<file path="src/hw/gate_ctrl_pkg.sv">
// ==========================================================
// Shared constants of the three-phase gate control block
package gate_ctrl_pkg;

  // ==========================================================
  // Clock and timing
  localparam int CLK_PERIOD_NS = 4;
  localparam int DT_STEP_NS = 50;
  localparam int DT_MAX_NS = 12000;
  localparam int DT_MAX_STEPS = DT_MAX_NS / DT_STEP_NS;
  // Least time, so round up to whole cycles
  localparam int DT_STEP_CYCLES = (DT_STEP_NS + CLK_PERIOD_NS - 1) / CLK_PERIOD_NS;
  localparam int BLANK_NS = 500;
  localparam int BLANK_CYCLES = (BLANK_NS + CLK_PERIOD_NS - 1) / CLK_PERIOD_NS;

  // ==========================================================
  // Widths
  localparam int PHASES = 3;
  localparam int STEP_W = 8;
  localparam int CAL_W = 8;
  localparam int DT_W = STEP_W + CAL_W;
  localparam int BLANK_W = 8;
  localparam int EVT_W = 4;

  // ==========================================================
  // Register byte offsets
  localparam logic [7:0] ADDR_CTRL = 8'h00;
  localparam logic [7:0] ADDR_DEADTIME = 8'h04;
  localparam logic [7:0] ADDR_CAL = 8'h08;
  localparam logic [7:0] ADDR_MODE = 8'h0c;
  localparam logic [7:0] ADDR_SIMUL = 8'h10;
  localparam logic [7:0] ADDR_REPORT = 8'h14;
  localparam logic [7:0] ADDR_STATUS = 8'h18;
  localparam logic [7:0] ADDR_CLEAR = 8'h1c;
  localparam logic [7:0] ADDR_INT_EN = 8'h20;
  localparam logic [7:0] ADDR_STATE = 8'h24;

  // ==========================================================
  // Field positions
  localparam int CTRL_ENABLE_BIT = 0;
  localparam int MODE_DESAT_KEEP_BIT = 0;
  localparam int MODE_ZERO_DT_BIT = 1;
  localparam int MODE_LOCK_BIT = 31;
  localparam int SIMUL_ON_BIT = 0;
  localparam int SIMUL_KEY_LSB = 16;
  localparam logic [15:0] SIMUL_KEY = 16'h5a3c;
  localparam int EVT_OVERCURRENT = 0;
  localparam int EVT_DESAT = 1;
  localparam int EVT_PHASE_ERR = 2;
  localparam int EVT_HS_REFUSED = 3;

  // ==========================================================
  // Reset values
  localparam logic [STEP_W-1:0] DEADTIME_RESET = 8'h00;
  localparam logic [CAL_W-1:0] CAL_RESET = CAL_W'(DT_STEP_CYCLES);
  localparam logic [EVT_W-1:0] REPORT_RESET = 4'hf;
  localparam logic [EVT_W-1:0] INT_EN_RESET = 4'h0;

endpackage

</file>
<file path="src/hw/gate_ctrl.sv">
`timescale 1ns/1ps
// Function
// - Phase inputs are edge sensitive; a leading edge drops the complement at once.
// - The selected switch turns on only after the programmed deadtime.
// - Every turn-off starts a timer that blocks the complementary turn-on.
// - A turn-on after the deadtime has elapsed acts with no added delay.
// - Deadtime set in 50 ns steps, from zero up to 12 us.
// - Host calibrates the step length through a register before relying on it.
// - Simultaneous-on mode lets both switches conduct and disables blanking.
// - The simultaneous-on command is accepted once per reset only.
// - Operating modes (desaturation handling, zero deadtime) can be set and locked.
// - Registers select reported faults and enable interrupt sources.
// - Status registers are readable by the host.
// - High side refused after enable until its low side has conducted once.
// - Current-limit detection blanked right after every input change.
// - Phase inputs are active low and idle high when undriven.
module gate_ctrl
  import gate_ctrl_pkg::*;
(
  input wire logic pclk,
  input wire logic presetn,
  input wire logic psel,
  input wire logic penable,
  input wire logic pwrite,
  input wire logic [7:0] paddr,
  input wire logic [31:0] pwdata,
  output logic [31:0] prdata,
  output logic pready,
  output logic pslverr,
  input wire logic [gate_ctrl_pkg::PHASES-1:0] phase_high_side_command_n,
  input wire logic [gate_ctrl_pkg::PHASES-1:0] phase_low_side_command_n,
  input wire logic fault_overcurrent,
  input wire logic fault_desat,
  input wire logic fault_phase_err,
  output logic [gate_ctrl_pkg::PHASES-1:0] hs_gate,
  output logic [gate_ctrl_pkg::PHASES-1:0] ls_gate,
  output logic [gate_ctrl_pkg::PHASES-1:0] current_limit_blank,
  output logic irq
);
  // ==========================================================
  // Declarations
  logic enable_q;
  logic [STEP_W-1:0] dt_steps_q;
  logic [CAL_W-1:0] cal_q;
  logic desat_keep_q;
  logic zero_dt_q;
  logic mode_lock_q;
  logic simul_q;
  logic simul_used_q;
  logic [EVT_W-1:0] report_q;
  logic [EVT_W-1:0] status_q;
  logic [EVT_W-1:0] int_en_q;
  logic [31:0] prdata_q;
  logic [DT_W-1:0] dt_cycles_q;
  logic setup;
  logic wr_access;
  logic addr_ok;
  logic kill;
  logic [EVT_W-1:0] events;
  logic [PHASES-1:0] hs_level;
  logic [PHASES-1:0] hs_lead;
  logic [PHASES-1:0] hs_trail;
  logic [PHASES-1:0] ls_level;
  logic [PHASES-1:0] ls_lead;
  logic [PHASES-1:0] ls_trail;
  logic [2:0] flt_level;
  logic [PHASES-1:0] boot_done;
  logic [PHASES-1:0] dt_busy;
  logic [PHASES-1:0] hs_refused;

  // ==========================================================
  // Register decode helpers
  function automatic logic is_mapped(input logic [7:0] a);
    is_mapped = (a == ADDR_CTRL) || (a == ADDR_DEADTIME) || (a == ADDR_CAL) ||
                (a == ADDR_MODE) || (a == ADDR_SIMUL) || (a == ADDR_REPORT) ||
                (a == ADDR_STATUS) || (a == ADDR_CLEAR) || (a == ADDR_INT_EN) ||
                (a == ADDR_STATE);
  endfunction

  function automatic logic wr_hit(input logic [7:0] a, input logic [7:0] target, input logic w);
    wr_hit = w && (a == target);
  endfunction

  // ==========================================================
  // Pin inputs: two flip-flops before any logic; active low, idle high
  pin_sync #(
    .WIDTH(PHASES)
  ) u_hs_sync (
    .pclk(pclk),
    .presetn(presetn),
    .pin(phase_high_side_command_n),
    .level(hs_level),
    .fall(hs_lead),
    .rise(hs_trail)
  );

  pin_sync #(
    .WIDTH(PHASES)
  ) u_ls_sync (
    .pclk(pclk),
    .presetn(presetn),
    .pin(phase_low_side_command_n),
    .level(ls_level),
    .fall(ls_lead),
    .rise(ls_trail)
  );

  // Fault detector levels come from the analog side, unsynchronised
  pin_sync #(
    .WIDTH(3)
  ) u_flt_sync (
    .pclk(pclk),
    .presetn(presetn),
    .pin(~{fault_phase_err, fault_desat, fault_overcurrent}),
    .level(flt_level),
    .fall(),
    .rise()
  );

  // ==========================================================
  // APB slave: zero wait states, error on unmapped address
  assign setup = psel && !penable;
  assign wr_access = psel && penable && pwrite && addr_ok;
  assign addr_ok = is_mapped(paddr);
  assign pready = 1'b1;
  assign pslverr = psel && penable && !addr_ok;
  assign prdata = prdata_q;

  // Read data captured in setup so the access phase answers from a flop
  always_ff @(posedge pclk or negedge presetn)
  begin
    if (!presetn)
      prdata_q <= '0;
    else if (setup && !pwrite)
    begin
      prdata_q <= '0;
      unique case (paddr)
        ADDR_CTRL: prdata_q[CTRL_ENABLE_BIT] <= enable_q;
        ADDR_DEADTIME: prdata_q[STEP_W-1:0] <= dt_steps_q;
        ADDR_CAL: prdata_q[CAL_W-1:0] <= cal_q;
        ADDR_MODE:
        begin
          prdata_q[MODE_DESAT_KEEP_BIT] <= desat_keep_q;
          prdata_q[MODE_ZERO_DT_BIT] <= zero_dt_q;
          prdata_q[MODE_LOCK_BIT] <= mode_lock_q;
        end
        ADDR_SIMUL: prdata_q[1:0] <= {simul_used_q, simul_q};
        ADDR_REPORT: prdata_q[EVT_W-1:0] <= report_q;
        ADDR_STATUS: prdata_q[EVT_W-1:0] <= status_q;
        ADDR_INT_EN: prdata_q[EVT_W-1:0] <= int_en_q;
        ADDR_STATE: prdata_q[23:0] <= {ls_level, hs_level, dt_busy, boot_done,
                                       ls_gate, hs_gate, 6'h00};
        default: prdata_q <= '0;
      endcase
    end
  end

  // ==========================================================
  // Enable and deadtime programming
  always_ff @(posedge pclk or negedge presetn)
  begin
    if (!presetn)
    begin
      enable_q <= 1'b0;
      dt_steps_q <= DEADTIME_RESET;
      cal_q <= CAL_RESET;
    end
    else
    begin
      if (wr_hit(paddr, ADDR_CTRL, wr_access))
        enable_q <= pwdata[CTRL_ENABLE_BIT];
      // Step count saturates at the 12 us ceiling
      if (wr_hit(paddr, ADDR_DEADTIME, wr_access))
        dt_steps_q <= (pwdata[STEP_W-1:0] > STEP_W'(DT_MAX_STEPS)) ?
                      STEP_W'(DT_MAX_STEPS) : pwdata[STEP_W-1:0];
      if (wr_hit(paddr, ADDR_CAL, wr_access))
        cal_q <= pwdata[CAL_W-1:0];
    end
  end

  // Deadtime in cycles, registered to keep the multiplier off the gate path
  always_ff @(posedge pclk or negedge presetn)
  begin
    if (!presetn)
      dt_cycles_q <= '0;
    else
      dt_cycles_q <= DT_W'(dt_steps_q * cal_q);
  end

  // ==========================================================
  // Lockable operating modes: writes ignored once locked, until reset
  always_ff @(posedge pclk or negedge presetn)
  begin
    if (!presetn)
    begin
      desat_keep_q <= 1'b0;
      zero_dt_q <= 1'b0;
      mode_lock_q <= 1'b0;
    end
    else if (wr_hit(paddr, ADDR_MODE, wr_access) && !mode_lock_q)
    begin
      desat_keep_q <= pwdata[MODE_DESAT_KEEP_BIT];
      zero_dt_q <= pwdata[MODE_ZERO_DT_BIT];
      mode_lock_q <= pwdata[MODE_LOCK_BIT];
    end
  end

  // Simultaneous-on: keyed, and only the first keyed write after reset counts
  always_ff @(posedge pclk or negedge presetn)
  begin
    if (!presetn)
    begin
      simul_q <= 1'b0;
      simul_used_q <= 1'b0;
    end
    else if (wr_hit(paddr, ADDR_SIMUL, wr_access) && !simul_used_q &&
             pwdata[SIMUL_KEY_LSB+15:SIMUL_KEY_LSB] == SIMUL_KEY)
    begin
      simul_q <= pwdata[SIMUL_ON_BIT];
      simul_used_q <= 1'b1;
    end
  end

  // ==========================================================
  // Fault report selection and interrupt enables
  always_ff @(posedge pclk or negedge presetn)
  begin
    if (!presetn)
    begin
      report_q <= REPORT_RESET;
      int_en_q <= INT_EN_RESET;
    end
    else
    begin
      if (wr_hit(paddr, ADDR_REPORT, wr_access))
        report_q <= pwdata[EVT_W-1:0];
      if (wr_hit(paddr, ADDR_INT_EN, wr_access))
        int_en_q <= pwdata[EVT_W-1:0];
    end
  end

  // Faults are levels; a standing fault re-sets its bit after a clear
  // Synchroniser idles high, so faults go in inverted and are inverted back
  assign events = {|hs_refused, ~flt_level} & report_q;

  // Sticky status; an event in the clear cycle wins over the clear
  always_ff @(posedge pclk or negedge presetn)
  begin
    if (!presetn)
      status_q <= '0;
    else if (wr_hit(paddr, ADDR_CLEAR, wr_access))
      status_q <= (status_q & ~pwdata[EVT_W-1:0]) | events;
    else
      status_q <= status_q | events;
  end

  // Level interrupt while any enabled status bit stands
  always_ff @(posedge pclk or negedge presetn)
  begin
    if (!presetn)
      irq <= 1'b0;
    else
      irq <= |(status_q & int_en_q);
  end

  // Registered desaturation fault shuts every driver down unless kept on
  assign kill = status_q[EVT_DESAT] && !desat_keep_q;

  // ==========================================================
  // Phase channels
  for (genvar p = 0; p < PHASES; p++)
  begin : g_phase
    phase_channel u_phase (
      .pclk(pclk),
      .presetn(presetn),
      .hs_lead(hs_lead[p]),
      .hs_trail(hs_trail[p]),
      .ls_lead(ls_lead[p]),
      .ls_trail(ls_trail[p]),
      .enable(enable_q),
      .kill(kill),
      .simul(simul_q),
      .zero_dt(zero_dt_q),
      .dt_cycles(dt_cycles_q),
      .hs_gate(hs_gate[p]),
      .ls_gate(ls_gate[p]),
      .boot_done(boot_done[p]),
      .dt_busy(dt_busy[p]),
      .blank(current_limit_blank[p]),
      .hs_refused(hs_refused[p])
    );
  end
endmodule

</file>
<file path="src/hw/pin_sync.sv">
`timescale 1ns/1ps
// ==========================================================
// Two-stage synchroniser with edge pulses taken behind stage two
module pin_sync #(
  parameter int WIDTH = 1
) (
  input wire logic pclk,
  input wire logic presetn,
  input wire logic [WIDTH-1:0] pin,
  output logic [WIDTH-1:0] level,
  output logic [WIDTH-1:0] fall,
  output logic [WIDTH-1:0] rise
);
  logic [WIDTH-1:0] meta_q;
  logic [WIDTH-1:0] sync_q;
  logic [WIDTH-1:0] last_q;

  // Pins idle high (pulled up), so reset to the idle level
  always_ff @(posedge pclk or negedge presetn)
  begin
    if (!presetn)
    begin
      meta_q <= '1;
      sync_q <= '1;
      last_q <= '1;
    end
    else
    begin
      meta_q <= pin;
      sync_q <= meta_q;
      last_q <= sync_q;
    end
  end

  // Edges only look at the second stage onward
  assign level = sync_q;
  assign fall = last_q & ~sync_q;
  assign rise = ~last_q & sync_q;
endmodule

</file>
<file path="src/hw/phase_channel.sv">
`timescale 1ns/1ps
// ==========================================================
// One phase: edge-driven selection, two deadtime timers, bootstrap hold
module phase_channel
  import gate_ctrl_pkg::*;
(
  input wire logic pclk,
  input wire logic presetn,
  input wire logic hs_lead,
  input wire logic hs_trail,
  input wire logic ls_lead,
  input wire logic ls_trail,
  input wire logic enable,
  input wire logic kill,
  input wire logic simul,
  input wire logic zero_dt,
  input wire logic [gate_ctrl_pkg::DT_W-1:0] dt_cycles,
  output logic hs_gate,
  output logic ls_gate,
  output logic boot_done,
  output logic dt_busy,
  output logic blank,
  output logic hs_refused
);
  logic want_hs_q;
  logic want_ls_q;
  logic hs_gate_q;
  logic ls_gate_q;
  logic boot_q;
  logic [DT_W-1:0] hs_off_tmr_q;
  logic [DT_W-1:0] ls_off_tmr_q;
  logic [BLANK_W-1:0] blank_q;
  logic no_delay;
  logic hs_gate_d;
  logic ls_gate_d;

  assign no_delay = simul | zero_dt;

  // Leading edge selects one side and, outside simul mode, drops the other at once
  always_ff @(posedge pclk or negedge presetn)
  begin
    if (!presetn)
    begin
      want_hs_q <= 1'b0;
      want_ls_q <= 1'b0;
    end
    else
    begin
      if (hs_lead)
        want_hs_q <= 1'b1;
      else if (hs_trail || (ls_lead && !simul))
        want_hs_q <= 1'b0;
      if (ls_lead)
        want_ls_q <= 1'b1;
      else if (ls_trail || (hs_lead && !simul))
        want_ls_q <= 1'b0;
    end
  end

  // Turn-on waits only for the timer of the complementary switch
  always_comb
  begin
    hs_gate_d = enable && !kill && want_hs_q && !hs_lead_block() && boot_q;
    ls_gate_d = enable && !kill && want_ls_q && (ls_off_block() == 1'b0);
    // Lead drops the complement at once, zero deadtime or not
    if (!simul)
    begin
      hs_gate_d = hs_gate_d && !ls_lead;
      ls_gate_d = ls_gate_d && !hs_lead;
    end
    if (!no_delay)
    begin
      // Complement must be fully off before this side turns on
      hs_gate_d = hs_gate_d && !ls_gate_q;
      ls_gate_d = ls_gate_d && !hs_gate_q;
    end
  end

  function automatic logic hs_lead_block();
    hs_lead_block = !no_delay && (ls_off_tmr_q != '0);
  endfunction

  function automatic logic ls_off_block();
    ls_off_block = !no_delay && (hs_off_tmr_q != '0);
  endfunction

  // Gate outputs registered; an elapsed timer adds no delay
  always_ff @(posedge pclk or negedge presetn)
  begin
    if (!presetn)
    begin
      hs_gate_q <= 1'b0;
      ls_gate_q <= 1'b0;
    end
    else
    begin
      hs_gate_q <= hs_gate_d;
      ls_gate_q <= ls_gate_d;
    end
  end

  // Timer starts whenever a switch goes from on to off
  always_ff @(posedge pclk or negedge presetn)
  begin
    if (!presetn)
    begin
      hs_off_tmr_q <= '0;
      ls_off_tmr_q <= '0;
    end
    else
    begin
      if (hs_gate_q && !hs_gate_d)
        hs_off_tmr_q <= dt_cycles;
      else if (hs_off_tmr_q != '0)
        hs_off_tmr_q <= hs_off_tmr_q - 1'b1;
      if (ls_gate_q && !ls_gate_d)
        ls_off_tmr_q <= dt_cycles;
      else if (ls_off_tmr_q != '0)
        ls_off_tmr_q <= ls_off_tmr_q - 1'b1;
    end
  end

  // Bootstrap record: low side must conduct once per enable
  always_ff @(posedge pclk or negedge presetn)
  begin
    if (!presetn)
      boot_q <= 1'b0;
    else if (!enable)
      boot_q <= 1'b0;
    else if (ls_gate_q)
      boot_q <= 1'b1;
  end

  // Current-limit blanking after every input change, off in simul mode
  always_ff @(posedge pclk or negedge presetn)
  begin
    if (!presetn)
      blank_q <= '0;
    else if (simul)
      blank_q <= '0;
    else if (hs_lead || hs_trail || ls_lead || ls_trail)
      blank_q <= BLANK_W'(BLANK_CYCLES);
    else if (blank_q != '0)
      blank_q <= blank_q - 1'b1;
  end

  assign hs_gate = hs_gate_q;
  assign ls_gate = ls_gate_q;
  assign boot_done = boot_q;
  assign dt_busy = (hs_off_tmr_q != '0) || (ls_off_tmr_q != '0);
  assign blank = blank_q != '0;
  assign hs_refused = hs_lead && enable && !boot_q;
endmodule

</file>
<file path="config.mk">
export PLATFORM = sky130hd
export DESIGN_NAME = gate_ctrl
export DESIGN_NICKNAME = d
export VERILOG_FILES = /design/src/hw/gate_ctrl_pkg.sv /design/src/hw/gate_ctrl.sv /design/src/hw/pin_sync.sv /design/src/hw/phase_channel.sv
export SDC_FILE = /design/constraint.sdc
export NUM_CORES = 1
export LEC_CHECK = 0
export BUFFER_PORTS_ARGS = -buffer_cell sky130_fd_sc_hd__buf_2
export CAP_MARGIN = 20
export CORE_MARGIN = 2
export CORE_UTILIZATION = 35
export CTS_BUF_LIST = sky130_fd_sc_hd__clkbuf_16
export DETAILED_ROUTE_END_ITERATION = 8
export PLACE_DENSITY = 0.57
export SLEW_MARGIN = 25
export SYNTH_ARGS = -nofsm -noshare
export SYNTH_HDL_FRONTEND = slang
export SYNTH_SLANG_ARGS = --single-unit
</file>
<file path="constraint.sdc">
create_clock -name pclk -period 4.2 [get_ports pclk]
set_input_delay 0.42 -clock pclk [delete_from_list [all_inputs] [get_ports pclk]]
set_output_delay 0.42 -clock pclk [all_outputs]
set_load 0.05 [all_outputs]
</file>
==> qor.yml <==
run_status:
  outcome: "completed"
cts:
  cts_buffers: 27
  cts_tree: "yes"
  clkSinkCount: 235
  root_buffer: "clkbuf_16"
  clk_pin_slew_worst_paths_ps: 60
  insertion_delay_ps: 560
  htree_levels: 1
  clock_path_buffers: 3
global_routing:
  antenna_found_initial: 0
  grt_pass1_wl_mm: 53.7
  first_global_vias: 9992
  grt_max_degree: 91
  overflow: 0
  groute.usage.overall_pct: 16.1
cells_and_area:
  regArea_um2: 5930
  antenna_cells: 0
  drive_above_1_share_pct: 24.6
  final_common_cell: "dfrtp_1"
  stdcell_count: 1991
  nets: 1586
  final_cell_mix: "dfrtp_1, nor2_1, mux2_2"
  fill_cells: 3788
  area_growth_pct: 16.4
  multi_input_area_um2: 7490
timing:
  finalCritPeriodShare_pct: 97.0
  slew_headroom_pct: 36.7
  finalHoldViolCount: 0
  fin_setup_tns_ps: 0
  period_minus_slack_ps: 4070
  setup_viol: 0
  drv_slew: 0
  max_freq_mhz: 246
  tightest_slew_ps: 949
  rsz0062_at_grt: "yes"
  setup_slack_ps: 128
  finalClockSkew_ps: 21.0
power:
  power_leakage_nw: 8.27
  p_int_mw: 7.65
  p_comb_share_pct: 53.8
  cellPowerDensity_nw_per_um2: 736
  pwr-share-seq_pct: 23.8
  p_switching_mw: 4.30
  irDropWorstVdd_mv: 0.923
  p_clk_share_pct: 22.4
  swShare_pct: 36.0
setup_path:
  cp.required_ps: 4680
  worst_setup_path_end_kind: "register"
  reg2reg_from: "cal_q[3]"
  path_class: "register to register"
  crit_fanout: 7
  r2r_end: "dt_cycles_q[14]"
  crit_arrival_ps: 4550
  startpoint: "cal_q[3]"
  r2r_slack_ps: 130
  r2r_cells: 14
  cp-start-kind: "register"
synthesis:
  synthXorXnorAreaFrac_pct: 4.96
  yosys.area_share.simple_pct: 18.1
  synth_cells: 1337
  synthArstFlopShare_pct: 100
  ys_top_cells_by_area: "dfrtp_1, mux2_2, dfstp_2, fa_1, ha_1"
  yosys_warnings: 0
  synth_compound_area_share_pct: 8.72
  synth.avg_cell_area_um2: 10.4
  synth_top_area_cell: "dfrtp_1"
  ys.flop_type: "dfrtp_1"
  yosysUniqueCellTypes: 72
  synth_edf_count: 0
  netlist.area_leader.share_pct: 36.6
  ys_ff_latch: 235
  synth_mux_area_share_pct: 11.4
  synth_top_family_by_area: "simple AND/OR/NAND/NOR gates"
  synth_fa_ha_area_share_pct: 9.74
  yosysSeqAreaShare_pct: 42.4
  netlist_area_um2: 14000
drt:
  dr.pass1.iters: 5
  wirelength_mm: 33.1
  via_count: 10100
  drt-initial-drc-count: 553
  m1WireLength_mm: 15.5
  wire_per_inst_um: 16.6
  remaining_drc_errors: 0
  routed-wl-met3_mm: 1.19
  wl_met2_mm: 15.6
  ant_nets: 0
  routed.top_layer: "met4"
  avgViaCountPerCell: 5.05
job:
  cap_viol_max_count: 0
place:
  dp_cells: 1928
  place_hpwl_mm: 23.1
  portBuffers: 81
  gp_congestion: 0.788
  post-place-ws_ps: 121
die:
  die_width_um: 204
  coreArea_um2: 39500
  placement_rows: 73
  initial_core_util_pct: 35.3
  die_y_um: 204
  io-pin-count: 98
  die-area_um2: 41500
hold_path:
  worstHoldPathCells: 2
  hp-start: "pwdata[5]"
  min_path_type: "input port to register"
  worst_hold_path.endpoint: "dt_steps_q[5]"
synthesized netlist by cell type (4+ instances only):
| library cell | number |
|---|---|
| o31ai_1 | 5 |
| or3_1 | 13 |
| clkbuf_1 | 29 |
| o21a_1 | 5 |
| a22oi_1 | 6 |
| xnor2_1 | 46 |
| nor2b_1 | 11 |
| nand4_1 | 13 |
| buf_2 | 7 |
| nor4b_1 | 7 |
| ha_1 | 51 |
| mux2_2 | 112 |
| inv_1 | 92 |
| nand2b_1 | 18 |
| buf_4 | 18 |
| fa_1 | 36 |
| nor4_1 | 21 |
| dfrtp_1 | 204 |
| a31oi_1 | 10 |
| and2_1 | 57 |
| nand3b_1 | 6 |
| dfstp_2 | 31 |
| o2bb2ai_1 | 6 |
| or4_1 | 13 |
| nand4b_1 | 13 |
| or4b_2 | 4 |
| nor2_1 | 115 |
| a22o_1 | 20 |
| o21ai_0 | 51 |
| nand3_1 | 23 |
| nand2_1 | 91 |
| a21o_1 | 7 |
| nor3_1 | 37 |
| a221oi_1 | 5 |
| mux2i_1 | 15 |
| and3_1 | 6 |
| xor2_1 | 33 |
| nor4_2 | 4 |
| mux2_4 | 10 |
| a211oi_1 | 7 |
| a21oi_1 | 29 |
layout make-up:
type | instances | share of cell area (%)
clock inverters | 23 | 2.07
multi-input cells | 961 | 46.1
well taps | 525 | 4.05
inverters | 92 | 2.13
repair buffers | 128 | 4.96
flip-flops and latches | 235 | 36.5
clock buffers | 27 | 4.16
state kept, by name, indices dropped and copies added, names as in the netlist, 3 cells and up:
name                          count
status_q                          4
u_hs_sync.meta_q                  3
g_phase.u_phase.boot_done         3
u_ls_sync.last_q                  3
u_ls_sync.meta_q                  3
g_phase.u_phase.want_hs_q         3
cal_q                             8
u_flt_sync.meta_q                 3
g_phase.u_phase.hs_off_tmr_q     48
dt_steps_q                        8
u_flt_sync.level                  3
int_en_q                          4
u_ls_sync.level                   3
prdata                           25
g_phase.u_phase.blank_q          24
report_q                          4
g_phase.u_phase.hs_gate           3
g_phase.u_phase.ls_off_tmr_q     48
g_phase.u_phase.ls_gate           3
u_hs_sync.last_q                  3
u_hs_sync.level                   3
g_phase.u_phase.want_ls_q         3
dt_cycles_q                      16
power groups by stage:
stage / sequential [mW] / combinational (mW) / clock, mW
final: 2.85 / 6.43 / 2.68
after global routing: 2.87 / 7.18 / 2.84
after CTS: 2.85 / 6.46 / 2.75
after detailed placement: 2.88 / 6.44 / 0
after global placement: 2.88 / 6.26 / 0
after floorplan: 2.85 / 5.21 / 0
worst max-delay path: stages (launching register included):
cell and delay, ps:
dfstp_2 380, buf_4 150, and2_1 160, fa_1 520
inv_2 40, fa_1 550, fa_2 440, fa_1 480
inv_1 60, ha_4 290, nor4_1 60, nor4_1 200
nand2_1 170, a311oi_2 320, xor2_1 160
through the flow:
stage                     utilization [%]  total power [mW]  hold WS [ps]  area, um^2
final                                41.1              12.0           130       16200
after global placement               38.0              9.14           346       15000
after detailed placement             38.0              9.32           347       15000
after global routing                 41.1              12.9           113       16200
after CTS                            40.8              12.1          99.1       16100
after floorplan                         -              8.06           124       14000
per-layer routing:
| layer | up-vias | global-route usage (%) |
|---|---|---|
| met5 | - | 0 |
| met4 | 0 | 3.99 |
| met2 | 140 | 26.6 |
| met1 | 5005 | 22.3 |
| li1 | 4865 | - |
| met3 | 42 | 2.29 |
how the worst max path moves through the flow:
stage	endpoint	slack (ps)	depth (start not counted)
after floorplan	dt_cycles_q[14]	340	14
after global placement	dt_cycles_q[14]	190	13
after detailed placement	dt_cycles_q[14]	120	13
after CTS	dt_cycles_q[14]	110	13
after global routing	dt_cycles_q[14]	-20	13
final	dt_cycles_q[14]	130	14
kinds of logic after synthesis:
logic type               Yosys count
other                              2
multiplexers                     138
buffers and inverters            147
AO/OA/AOI/OAI                    179
AND/OR/NAND/NOR                  470
adder cells (fa/ha/maj)           87
flip-flops                       235
XOR/XNOR                          79
repair_timing:
action / 4_1_cts / 5_1_grt
buffers inserted: 0 / 3
resized for setup: 0 / 22
hold buffers: 10 / 0
endpoints found under the setup margin: 0 / 2
hold endpoints to repair: 83 / 0
(Power assumes the default switching activity.)
